[config.mk]
export PLATFORM = sky130hd
export DESIGN_NAME = ext_irq_sense
export DESIGN_NICKNAME = d
export VERILOG_FILES = /design/src/include/ext_irq_pkg.sv /design/src/logic/ext_irq_sense.sv
export SDC_FILE = /design/constraint.sdc
export NUM_CORES = 1
export LEC_CHECK = 0
export BUFFER_PORTS_ARGS = -buffer_cell sky130_fd_sc_hd__buf_2
export CAP_MARGIN = 20
export CORE_AREA = 10 10 120 122
export DETAILED_ROUTE_END_ITERATION = 8
export DIE_AREA = 0 0 130 132
export PLACE_DENSITY = 0.56
export SLEW_MARGIN = 0
export SYNTH_ARGS = -nofsm -noshare
export SYNTH_HDL_FRONTEND = slang
export SYNTH_SLANG_ARGS = --single-unit
[constraint.sdc]
create_clock -name sys_clk -period 2.1 [get_ports sys_clk]
set_clock_uncertainty 0.1 [all_clocks]
set_input_delay 0.315 -clock sys_clk [delete_from_list [all_inputs] [get_ports sys_clk]]
set_output_delay 0.315 -clock sys_clk [all_outputs]
set_load 0.02 [all_outputs]
[src/include/ext_irq_pkg.sv]
// Package for the external interrupt sense and vector select block.
// Assumes a single 50 MHz system clock and an 8-bit register port.
package ext_irq_pkg;
  // Register offsets; the high sense register offset is the printed one.
  localparam logic [7:0] ADDR_SENSE_HIGH = 8'h3a;
  localparam logic [7:0] ADDR_MASK = 8'h39;
  localparam logic [7:0] ADDR_FLAG = 8'h38;
  localparam logic [7:0] ADDR_SENSE_LOW = 8'h3b;
  localparam logic [7:0] ADDR_MCU_CTRL = 8'h3c;
  localparam logic [7:0] ADDR_STATUS = 8'h3d;
  // Reset values.
  localparam logic [7:0] RST_SENSE_HIGH = 8'h00;
  localparam logic [7:0] RST_SENSE_LOW = 8'h00;
  localparam logic [7:0] RST_MASK = 8'h00;
  localparam logic [7:0] RST_FLAG = 8'h00;
  // Pin samples start at the idle high level, so no edge is seen as reset lets go.
  localparam logic [7:0] RST_PIN_SAMPLE = 8'hff;
  // Control register bit positions.
  localparam int BIT_UNLOCK = 0;
  localparam int BIT_SELECT = 1;
  // Unlock window in cycles.
  localparam logic [2:0] UNLOCK_CYCLES = 3'h4;
  // Minimum asynchronous pulse width and its cycle count (rounded up).
  localparam int MIN_PULSE_NS = 50;
  localparam int CLK_PERIOD_NS = 20;
  localparam int MIN_PULSE_CYC = (MIN_PULSE_NS + CLK_PERIOD_NS - 1) / CLK_PERIOD_NS;
  // Sense codes.
  typedef enum logic [1:0] {
    SENSE_LOW = 2'b00,
    SENSE_ANY = 2'b01,
    SENSE_FALL = 2'b10,
    SENSE_RISE = 2'b11
  } sense_t;
  // Unlock sequence states.
  typedef enum logic [1:0] {
    LOCK_IDLE = 2'b00,
    LOCK_OPEN = 2'b01,
    LOCK_TAIL = 2'b10
  } lock_state_t;
endpackage

[src/logic/ext_irq_sense.sv]
// External interrupt sensing for eight pins and the protected vector select.
// Assumes pins are asynchronous, the core supplies its status flag and execution region.
//
// Function
// - Select bit zero puts vectors at flash start, one at boot section base.
// - Interrupts blocked from unlock until after next instruction, or four cycles.
// - Hardware clears unlock bit four cycles after set or when select written.
// - Boot lock bits block interrupts while executing in the other section.
// - Pin activity triggers interrupts even when the pin is an output.
// - Request needs global interrupt flag and the pin's mask bit set.
// - Low level and all edges are sampled on the system clock; none work without it.
// - Wake level sampled twice by watchdog clock; vanished level gives no interrupt.
// - Low pins: 00 low, 01 reserved, 10 falling, 11 rising edge.
// - Low-pin edge pulses wider than 50 ns are caught.
// - Low level keeps requesting while the pin stays low.
// - High pins: 00 low, 01 any change, 10 falling, 11 rising.
// - High pins sampled first; pulses above two clocks are caught.
// - Low sense register resets to low-level sensing; hidden in legacy mode.
// - Flag sets on edge, clears on service or write of one, zero in level mode.
// - Mask bit one with global flag set enables the pin.
`timescale 1ns/1ps
`default_nettype none
module ext_irq_sense (
  // Clock and reset.
  input wire logic sys_clk,
  input wire logic reset_n,
  // Register port.
  input wire logic [7:0] reg_addr,
  input wire logic [7:0] reg_wdata,
  input wire logic reg_write,
  input wire logic reg_read,
  output logic [7:0] reg_rdata,
  // Pins and core context.
  input wire logic [7:0] ext_irq_pins,
  input wire logic global_irq_flag,
  input wire logic [7:0] irq_ack,
  input wire logic instr_done,
  input wire logic in_boot_code,
  input wire logic app_side_boot_lock,
  input wire logic boot_side_boot_lock,
  input wire logic legacy_mode,
  input wire logic wake_level_ok,
  // Outputs to the core.
  output logic [7:0] irq_request,
  output logic vectors_in_boot,
  output logic irq_suppress
);
  import ext_irq_pkg::*;

  // Three-stage synchroniser; first stage feeds only the second.
  // The first stage may go metastable, so nothing but the second stage reads it.
  // Stages two and three are compared, which filters out a single noisy sample.
  // The price is three cycles of latency between a pin change and its effect.
  logic [7:0] sync1;
  logic [7:0] sync2;
  logic [7:0] sync3;
  logic [7:0] prev;
  logic [7:0] sense_low;
  logic [7:0] sense_high;
  logic [7:0] mask;
  logic [7:0] flag;
  logic select;
  logic unlock;
  logic [2:0] unlock_cnt;
  logic tail;
  lock_state_t lock_state;
  lock_state_t next_lock_state;

  // Sense code of pin n from the two sense registers.
  // Pins zero to three use the low register, pins four to seven the high one.
  // Both the edge decoder and the level decoder need it, hence one function.
  function automatic sense_t sense_of(input logic [7:0] lo, input logic [7:0] hi,
                                      input int n);
    logic [1:0] code;
    code = (n < 4) ? lo[2*n +: 2] : hi[2*(n-4) +: 2];
    return sense_t'(code);
  endfunction

  // A pin level counts once stages two and three agree.
  // While they disagree the pin is in motion and no level or edge is taken.
  // This keeps one glitchy sample from setting a flag on its own.
  wire [7:0] agreed = sync2 & sync3 | ~(sync2 ^ sync3) & sync3;
  wire [7:0] stable = ~(sync2 ^ sync3);

  // Pins are read regardless of direction, so output pins still trigger.
  // Software can therefore raise an interrupt by driving its own pin.
  // The reserved code on the low pins decodes to nothing at all.
  logic [7:0] edge_hit;
  logic [7:0] level_low;
  always_comb begin
    for (int n = 0; n < 8; n++) begin
      level_low[n] = stable[n] & ~agreed[n] & (sense_of(sense_low, sense_high, n) == SENSE_LOW);
      case (sense_of(sense_low, sense_high, n))
        SENSE_FALL: edge_hit[n] = stable[n] & prev[n] & ~agreed[n];
        SENSE_RISE: edge_hit[n] = stable[n] & ~prev[n] & agreed[n];
        SENSE_ANY: edge_hit[n] = (n >= 4) & stable[n] & (prev[n] ^ agreed[n]);
        default: edge_hit[n] = 1'b0;
      endcase
    end
  end

  // Pin sampling; low pins are sampled here too, so pulses over MIN_PULSE_CYC edges register.
  // Sampling the low pins on the system clock is a limitation: they cannot wake a halted clock.
  // The samples reset to the idle high level so that no false edge follows reset.
  always_ff @(posedge sys_clk or negedge reset_n) begin
    if (!reset_n) begin
      sync1 <= RST_PIN_SAMPLE;
      sync2 <= RST_PIN_SAMPLE;
      sync3 <= RST_PIN_SAMPLE;
      prev <= 8'hff;
    end else begin
      sync1 <= ext_irq_pins;
      sync2 <= sync1;
      sync3 <= sync2;
      prev <= stable & agreed | ~stable & prev;
    end
  end

  // Register write decode.
  // A select write is only recognised while the unlock window is open.
  // Writing the unlock bit again inside the window keeps the select bit unchanged.
  wire wr_sense_low = reg_write & (reg_addr == ADDR_SENSE_LOW) & ~legacy_mode;
  wire wr_sense_high = reg_write & (reg_addr == ADDR_SENSE_HIGH);
  wire wr_mask = reg_write & (reg_addr == ADDR_MASK);
  wire wr_flag = reg_write & (reg_addr == ADDR_FLAG);
  wire wr_ctrl = reg_write & (reg_addr == ADDR_MCU_CTRL);
  wire wr_unlock = wr_ctrl & reg_wdata[BIT_UNLOCK];
  wire wr_select = wr_ctrl & ~reg_wdata[BIT_UNLOCK] & unlock;

  // Sense and mask registers; the low register is hidden in legacy mode.
  // Changing a sense code while the pin is unmasked may raise a spurious flag.
  // Software is expected to mask the pin first and clear its flag afterwards.
  always_ff @(posedge sys_clk or negedge reset_n) begin
    if (!reset_n) begin
      sense_low <= RST_SENSE_LOW;
      sense_high <= RST_SENSE_HIGH;
      mask <= RST_MASK;
    end else begin
      if (wr_sense_low) sense_low <= reg_wdata;
      if (wr_sense_high) sense_high <= reg_wdata;
      if (wr_mask) mask <= reg_wdata;
    end
  end

  // Flags: set wins over a clear in the same cycle; level-mode pins hold zero.
  // Letting the set win means an edge that lands beside a clear is never lost.
  // A clear comes from a write of one or from the handler acknowledge.
  // Level-mode pins request straight from the pin, so their flag stays clear.
  logic [7:0] level_mode;
  always_comb begin
    for (int n = 0; n < 8; n++) begin
      level_mode[n] = sense_of(sense_low, sense_high, n) == SENSE_LOW;
    end
  end
  wire [7:0] flag_clr = (wr_flag ? reg_wdata : 8'h00) | irq_ack;
  wire [7:0] next_flag = (edge_hit | (flag & ~flag_clr)) & ~level_mode;
  always_ff @(posedge sys_clk or negedge reset_n) begin
    if (!reset_n) flag <= RST_FLAG;
    else flag <= next_flag;
  end

  // Unlock sequence state machine.
  // Idle waits for the unlock write, open lasts at most four cycles, and tail
  // holds interrupts off until the instruction after the select write ends.
  // An unknown state falls back to idle, which keeps the select bit guarded.
  always_comb begin
    next_lock_state = lock_state;
    case (lock_state)
      LOCK_IDLE: if (wr_unlock) next_lock_state = LOCK_OPEN;
      LOCK_OPEN: begin
        if (wr_select) next_lock_state = LOCK_TAIL;
        else if (unlock_cnt == 3'h1) next_lock_state = LOCK_IDLE;
      end
      LOCK_TAIL: if (instr_done) next_lock_state = LOCK_IDLE;
      default: next_lock_state = LOCK_IDLE;
    endcase
  end

  // Unlock counter, select bit and state register.
  // The counter loads only from idle, so a repeated unlock cannot stretch the window.
  // The select bit changes only on a write accepted inside the open window.
  always_ff @(posedge sys_clk or negedge reset_n) begin
    if (!reset_n) begin
      lock_state <= LOCK_IDLE;
      unlock_cnt <= 3'h0;
      select <= 1'b0;
    end else begin
      lock_state <= next_lock_state;
      if (lock_state == LOCK_IDLE && wr_unlock) unlock_cnt <= UNLOCK_CYCLES;
      else if (unlock_cnt != 3'h0) unlock_cnt <= unlock_cnt - 3'h1;
      if (wr_select) select <= reg_wdata[BIT_SELECT];
    end
  end
  assign unlock = lock_state == LOCK_OPEN;
  assign tail = lock_state == LOCK_TAIL;

  // Region lockout: boot vectors block app code and vice versa.
  // Suppression starts in the very cycle the unlock write is taken.
  // The core's global flag is left untouched; this block only gates requests.
  // A handler in a locked section could otherwise run code it may not read.
  wire region_block = select ? (~in_boot_code & app_side_boot_lock)
                             : (in_boot_code & boot_side_boot_lock);
  wire block_all = unlock | tail | (wr_unlock & lock_state == LOCK_IDLE) | region_block;
  // A low level counts as a request only once wake sampling confirms it.
  wire [7:0] active = flag | (level_low & {8{wake_level_ok}});
  wire [7:0] next_request = active & mask & {8{global_irq_flag & ~block_all}};

  // Read data mux; unmapped addresses read zero.
  // The low sense register reads as zero while legacy mode hides it.
  // The status place shows whether interrupts are being suppressed.
  wire [7:0] rd_mux =
    (reg_addr == ADDR_SENSE_LOW && !legacy_mode) ? sense_low :
    (reg_addr == ADDR_SENSE_HIGH) ? sense_high :
    (reg_addr == ADDR_MASK) ? mask :
    (reg_addr == ADDR_FLAG) ? flag :
    (reg_addr == ADDR_MCU_CTRL) ? {6'h00, select, unlock} :
    (reg_addr == ADDR_STATUS) ? {7'h00, block_all} : 8'h00;

  // Registered outputs.
  // Every output comes from a flip-flop, so the core never sees decoder glitches.
  // Read data stand for one cycle and are zero otherwise.
  always_ff @(posedge sys_clk or negedge reset_n) begin
    if (!reset_n) begin
      reg_rdata <= 8'h00;
      irq_request <= 8'h00;
      vectors_in_boot <= 1'b0;
      irq_suppress <= 1'b0;
    end else begin
      reg_rdata <= reg_read ? rd_mux : 8'h00;
      irq_request <= next_request;
      vectors_in_boot <= select;
      irq_suppress <= block_all;
    end
  end

  // Assertions.
  unlock_timeout_a: assert property (@(posedge sys_clk) disable iff (!reset_n)
    (lock_state == LOCK_IDLE && wr_unlock) ##1 (!wr_select)[*4] |=> !unlock)
    else $error("unlock bit outlived four cycles");
  select_guard_a: assert property (@(posedge sys_clk) disable iff (!reset_n)
    $changed(select) |-> $past(unlock))
    else $error("select changed without unlock");
  flag_level_a: assert property (@(posedge sys_clk) disable iff (!reset_n)
    level_mode[0] |=> (flag[0] == 1'b0 || !$past(level_mode[0])))
    else $error("flag set in level mode");
  request_gate_a: assert property (@(posedge sys_clk) disable iff (!reset_n)
    (!global_irq_flag) |=> irq_request == 8'h00)
    else $error("request without global flag");
  suppress_hold_a: assert property (@(posedge sys_clk) disable iff (!reset_n)
    unlock |=> irq_suppress && irq_request == 8'h00)
    else $error("request during unlock");
  mask_gate_a: assert property (@(posedge sys_clk) disable iff (!reset_n)
    (mask == 8'h00) |=> irq_request == 8'h00)
    else $error("request while masked");
  edge_flag_a: assert property (@(posedge sys_clk) disable iff (!reset_n)
    (edge_hit[4] && !level_mode[4]) |=> flag[4])
    else $error("edge missed");
  flag_clear_a: assert property (@(posedge sys_clk) disable iff (!reset_n)
    (irq_ack[2] && !edge_hit[2]) |=> !flag[2])
    else $error("flag not cleared by service");
  region_block_a: assert property (@(posedge sys_clk) disable iff (!reset_n)
    (select && !in_boot_code && app_side_boot_lock) |=> irq_request == 8'h00)
    else $error("request in locked region");
  cov_move_c: cover property (@(posedge sys_clk) disable iff (!reset_n)
    wr_unlock ##[1:4] wr_select);
  cov_timeout_c: cover property (@(posedge sys_clk) disable iff (!reset_n)
    unlock ##1 !unlock && !tail);
  cov_edge_c: cover property (@(posedge sys_clk) disable iff (!reset_n) |irq_request);

  // Further checks on the select path, the pin front end and the request gating.
  // Each watches signals that this block drives, one cycle after the cause, except reserved_code_a and any_change_a, which check the same cycle.
  // Checks are written per pin where the bench exercises that pin.

  // The vector select output follows the select bit with one cycle delay.
  select_follow_a: assert property (@(posedge sys_clk) disable iff (!reset_n)
    1'b1 |=> vectors_in_boot == $past(select))
    else $error("vector select output lags select bit");
  // An accepted select write closes the unlock window at once.
  unlock_clear_a: assert property (@(posedge sys_clk) disable iff (!reset_n)
    wr_select |=> !unlock)
    else $error("unlock bit survived select write");
  // The unlock write itself starts suppression.
  suppress_open_a: assert property (@(posedge sys_clk) disable iff (!reset_n)
    (wr_unlock && lock_state == LOCK_IDLE) |=> irq_suppress)
    else $error("no suppression after unlock");
  // The tail state lasts until the instruction boundary.
  tail_hold_a: assert property (@(posedge sys_clk) disable iff (!reset_n)
    (tail && !instr_done) |=> tail)
    else $error("suppression tail ended early");
  // A confirmed low level requests while it is enabled.
  level_request_a: assert property (@(posedge sys_clk) disable iff (!reset_n)
    (level_low[0] && wake_level_ok && mask[0] && global_irq_flag && !block_all)
    |=> irq_request[0])
    else $error("low level did not request");
  // Without wake confirmation and without flags nothing requests.
  wake_gate_a: assert property (@(posedge sys_clk) disable iff (!reset_n)
    (!wake_level_ok && flag == 8'h00) |=> irq_request == 8'h00)
    else $error("request from unconfirmed level");
  // The reserved code on a low pin detects nothing.
  reserved_code_a: assert property (@(posedge sys_clk) disable iff (!reset_n)
    (sense_low[3:2] == 2'b01) |-> !edge_hit[1])
    else $error("reserved code detected an edge");
  // Any-change mode on a high pin fires on every settled change.
  any_change_a: assert property (@(posedge sys_clk) disable iff (!reset_n)
    (sense_high[1:0] == 2'b01 && stable[4] && (prev[4] ^ agreed[4])) |-> edge_hit[4])
    else $error("change missed");
  // Writes to the hidden low sense register are dropped.
  legacy_hide_a: assert property (@(posedge sys_clk) disable iff (!reset_n)
    (legacy_mode && reg_write && reg_addr == ADDR_SENSE_LOW) |=> $stable(sense_low))
    else $error("hidden register written");
  // Pin samples move one stage per clock.
  sample_chain_a: assert property (@(posedge sys_clk) disable iff (!reset_n)
    1'b1 |=> sync3 == $past(sync2))
    else $error("sample chain broken");
  // Writing one to a flag clears it unless a new edge arrives.
  flag_write_a: assert property (@(posedge sys_clk) disable iff (!reset_n)
    (wr_flag && reg_wdata[4] && !edge_hit[4]) |=> !flag[4])
    else $error("flag not cleared by write");
  // A low-pin edge sets its flag.
  low_edge_a: assert property (@(posedge sys_clk) disable iff (!reset_n)
    (edge_hit[1] && !level_mode[1]) |=> flag[1])
    else $error("low pin edge missed");
  // Application vectors with the boot-side lock block boot code.
  boot_lock_a: assert property (@(posedge sys_clk) disable iff (!reset_n)
    (!select && in_boot_code && boot_side_boot_lock) |=> irq_request == 8'h00)
    else $error("request in locked boot code");
  // The previous sample tracks the settled level.
  prev_track_a: assert property (@(posedge sys_clk) disable iff (!reset_n)
    stable[4] |=> prev[4] == $past(agreed[4]))
    else $error("previous sample not updated");

  // Coverage of a level request and of region lockout.
  cov_level_c: cover property (@(posedge sys_clk) disable iff (!reset_n)
    level_low[0] && irq_request[0]);
  cov_region_c: cover property (@(posedge sys_clk) disable iff (!reset_n)
    region_block && irq_suppress);
endmodule
`default_nettype wire

==> impl_metrics.env <==
export IMPL_wl_um=9510
export IMPL_die_h_um=132
export IMPL_clock_sinks=88
export IMPL_rows=40
export IMPL_hold_path_class="in -> reg"
export IMPL_post_cts_buffers=0
export IMPL_slew_headroom=0.703
export IMPL_ys_warnings_count=0
export IMPL_cts_tree="done"
export IMPL_syn_area_um2=4120
export IMPL_first_iter_violations=122
export IMPL_dieArea_um2=17200
export IMPL_tightestPinTransition_ns=0.444
export IMPL_final_hold_viol_count=0
export IMPL_grt_max_degree=61
export IMPL_setup_slack_ns=0.152
export IMPL_ant_nets=0
export IMPL_antenna_found_initial=0
export IMPL_wl_per_cell_um=16.7
export IMPL_ys_ff_latch=88
export IMPL_status="completed"
export IMPL_dr_total_vias=2797
export IMPL_crit_type="reg -> reg"
export IMPL_dr_pass1_iters=4
export IMPL_nets=484
export IMPL_crit_fanout=8
export IMPL_portBuffers=60
export IMPL_ys_async_sr_fraction=1.00
export IMPL_die_w_um=130
export IMPL_use_met3=0.0314
export IMPL_synth_main_ff_cell="dfrtp_1"
export IMPL_layout_worst_path_cycle_share=0.927
export IMPL_yosysTopAreaCell="dfrtp_1"
export IMPL_grt_overflow_total=0
export IMPL_areaGrowthSynthToFinish_pct=21.9
export IMPL_fmax_ghz=0.513
export IMPL_placed_cell_area_um2=4650
export IMPL_start_kind="register"
export IMPL_post_route_util=0.422
export IMPL_netlist_area_leader_share=0.340
export IMPL_worst_ir_drop_vdd_v=0.000420
export IMPL_grt_setup_unrepaired="no"
export IMPL_fin_crit_ns=1.95
export IMPL_synth_seq_area_share=0.544
export IMPL_gr_usage_all_layers=0.115
export IMPL_root_buffer="clkbuf_16"
export IMPL_avgSynthCellArea_um2=12.3
export IMPL_final_setup_viol_count=0
export IMPL_num_io_pins=61
export IMPL_cts_buffer_depth=2
export IMPL_crit_arrival_ns=2.08
export IMPL_drc=0
export IMPL_busiest_layer="met2"
export IMPL_maxSlewViolCount=0
export IMPL_first_global_vias=2846
export IMPL_vias_per_cell=4.90
export IMPL_hpwl_um=6850
export IMPL_maxCapViolCount=0
export IMPL_synth_area_leaders="dfrtp_1, dfstp_2, mux2_2"
export IMPL_synth_edf_count=0
export IMPL_leakage_nw=2.35
export IMPL_endpoint_kind="register"
export IMPL_n_antenna_cell=0
export IMPL_groute_layer_met1_usage=0.155
export IMPL_grt_pass1_wl_um=15300
export IMPL_synth_cell_type_count=56
export IMPL_setup_tns_ns=0
export IMPL_drive_gt1_frac=0.368
export IMPL_start_util=0.346
export IMPL_syn_inst=336
export IMPL_clk_pin_slew_ns=0.06
export IMPL_place_ws_ns=0.175
export IMPL_worstSkewPairLatency_ns=0.34
export IMPL_synth_nets=401
export IMPL_routabilityCongestion=0.756
export IMPL_grt_use_met2=0.166
export IMPL_numCtsBuffers=9
export IMPL_required_ns=2.24
export IMPL_h_tree_depth=3
export IMPL_post_route_cell_area_um2=5020
export IMPL_core_area_um2=11900
export IMPL_p_per_area_nw_per_um2=772
[state kept, by name, summed over array words and instances, names as in the netlist, named ones only]
| signal | cells |
|---|---|
| sync3 | 8 |
| vectors_in_boot | 1 |
| sense_low | 8 |
| reg_rdata | 8 |
| sense_high | 8 |
| irq_request | 8 |
| select | 1 |
| mask | 8 |
| unlock_cnt | 3 |
| sync1 | 8 |
| flag | 8 |
| irq_suppress | 1 |
| lock_state | 2 |
| sync2 | 8 |
[through the flow]
step	total power, mW	instances	hold slack [ns]
after global routing	4.08	571	0.164
after CTS	3.95	571	0.156
after floorplan	2.20	336	-0.0806
after global placement	2.36	546	0.246
after detailed placement	2.37	546	0.247
final	3.88	571	0.171
[final timing paths]
| path | endpoint | cells past startpoint | slack [ns] | from |
|---|---|---|---|---|
| min in group asynchronous | reg_rdata[2] | 3 | 0.43 | reset_n |
| min reg2reg | sync2[5] | 0 | 0.25 | sync1[5] |
| max reg2reg | irq_request[6] | 6 | 0.15 | lock_state[1] |
| max | irq_request[6] | 6 | 0.15 | lock_state[1] |
| min | sense_high[3] | 2 | 0.17 | reg_wdata[3] |
| max in group asynchronous | sync3[0] | 3 | 1.10 | reset_n |
[layout by cell type, fill, tap and decap left out, types with 2 or more instances in the layout]
master         netlist  final
buf_2                3     59
dfrtp_1             56     56
inv_1               35     35
dfstp_2             32     32
mux2_2              31     31
ha_1                22     22
nand2_1             15     15
nor2_1              14     14
o21ai_0             14     14
nor3b_1             12     12
nand2b_1            10     10
clkbuf_16            0      9
dlygate4sd3_1        0      9
buf_4                1      9
mux2i_1              8      8
a31oi_1              8      8
a2111oi_0            7      7
and2_1               5      5
a22o_1               5      5
a21oi_1              5      5
nor2b_1              4      4
o21bai_1             4      4
a31o_1               4      4
clkbuf_1             0      4
clkbuf_8             0      3
nand3_1              2      2
a211oi_1             2      2
nand3b_1             2      2
nand4b_1             2      2
nor3_4               2      2
mux2_1               2      2
[where the power goes]
part	switching, mW	internal, mW	total [mW]
Sequential	0.0705	1.83	1.90
Clock	0.623	0.902	1.52
Combinational	0.233	0.221	0.454
[cell type report]
class | instances | area (um2)
inverters | 35 | 131
repair buffers | 78 | 473
fillers | 1158 | 6890
well taps | 147 | 184
clock buffers | 16 | 282
multi-input cells | 207 | 1710
flip-flops and latches | 88 | 2240
[cell families (layout without fill, tap and decap cells)]
group	Yosys count	count (layout)	synth area share
flip-flops	88	88	0.544
AND/OR/NAND/NOR	80	80	0.122
AO/OA/AOI/OAI	62	62	0.109
multiplexers	42	42	0.115
buffers and inverters	41	129	0.0410
adder cells (fa/ha/maj)	22	22	0.0668
XOR/XNOR	1	1	0.00213
[cell usage after synthesis (2+ instances only)]
library cell  number
a31o_1             4
nand4b_1           2
nor2b_1            4
a31oi_1            8
mux2_2            31
o21ai_0           14
nand2_1           15
a211oi_1           2
o21bai_1           4
a2111oi_0          7
dfstp_2           32
buf_2              3
nand2b_1          10
nor3b_1           12
a21oi_1            5
a22o_1             5
nand3_1            2
and2_1             5
ha_1              22
dfrtp_1           56
nor2_1            14
inv_1             35
nand3b_1           2
mux2_1             2
mux2i_1            8
nor3_4             2
[what timing repair did]
action                    in CTS  in global routing
hold endpoints to repair      64                  0
resized for setup              0                  0
hold buffers                   9                  0
[worst max-delay path, cell delays in order, from the launching register on]
cell and delay (ns):
dfrtp_1 0.39, inv_1 0.08, ha_1 0.30, a311oi_2 0.39, o211ai_2 0.13, buf_4 0.21, nor3b_1 0.24
[per-layer routing]
layer	vias up	share of wire
met5	-	0
met2	66	0.44
met1	1367	0.48
met3	11	0.062
met4	0	0.017
li1	1353	-
Power figures use the tool's default switching activity.
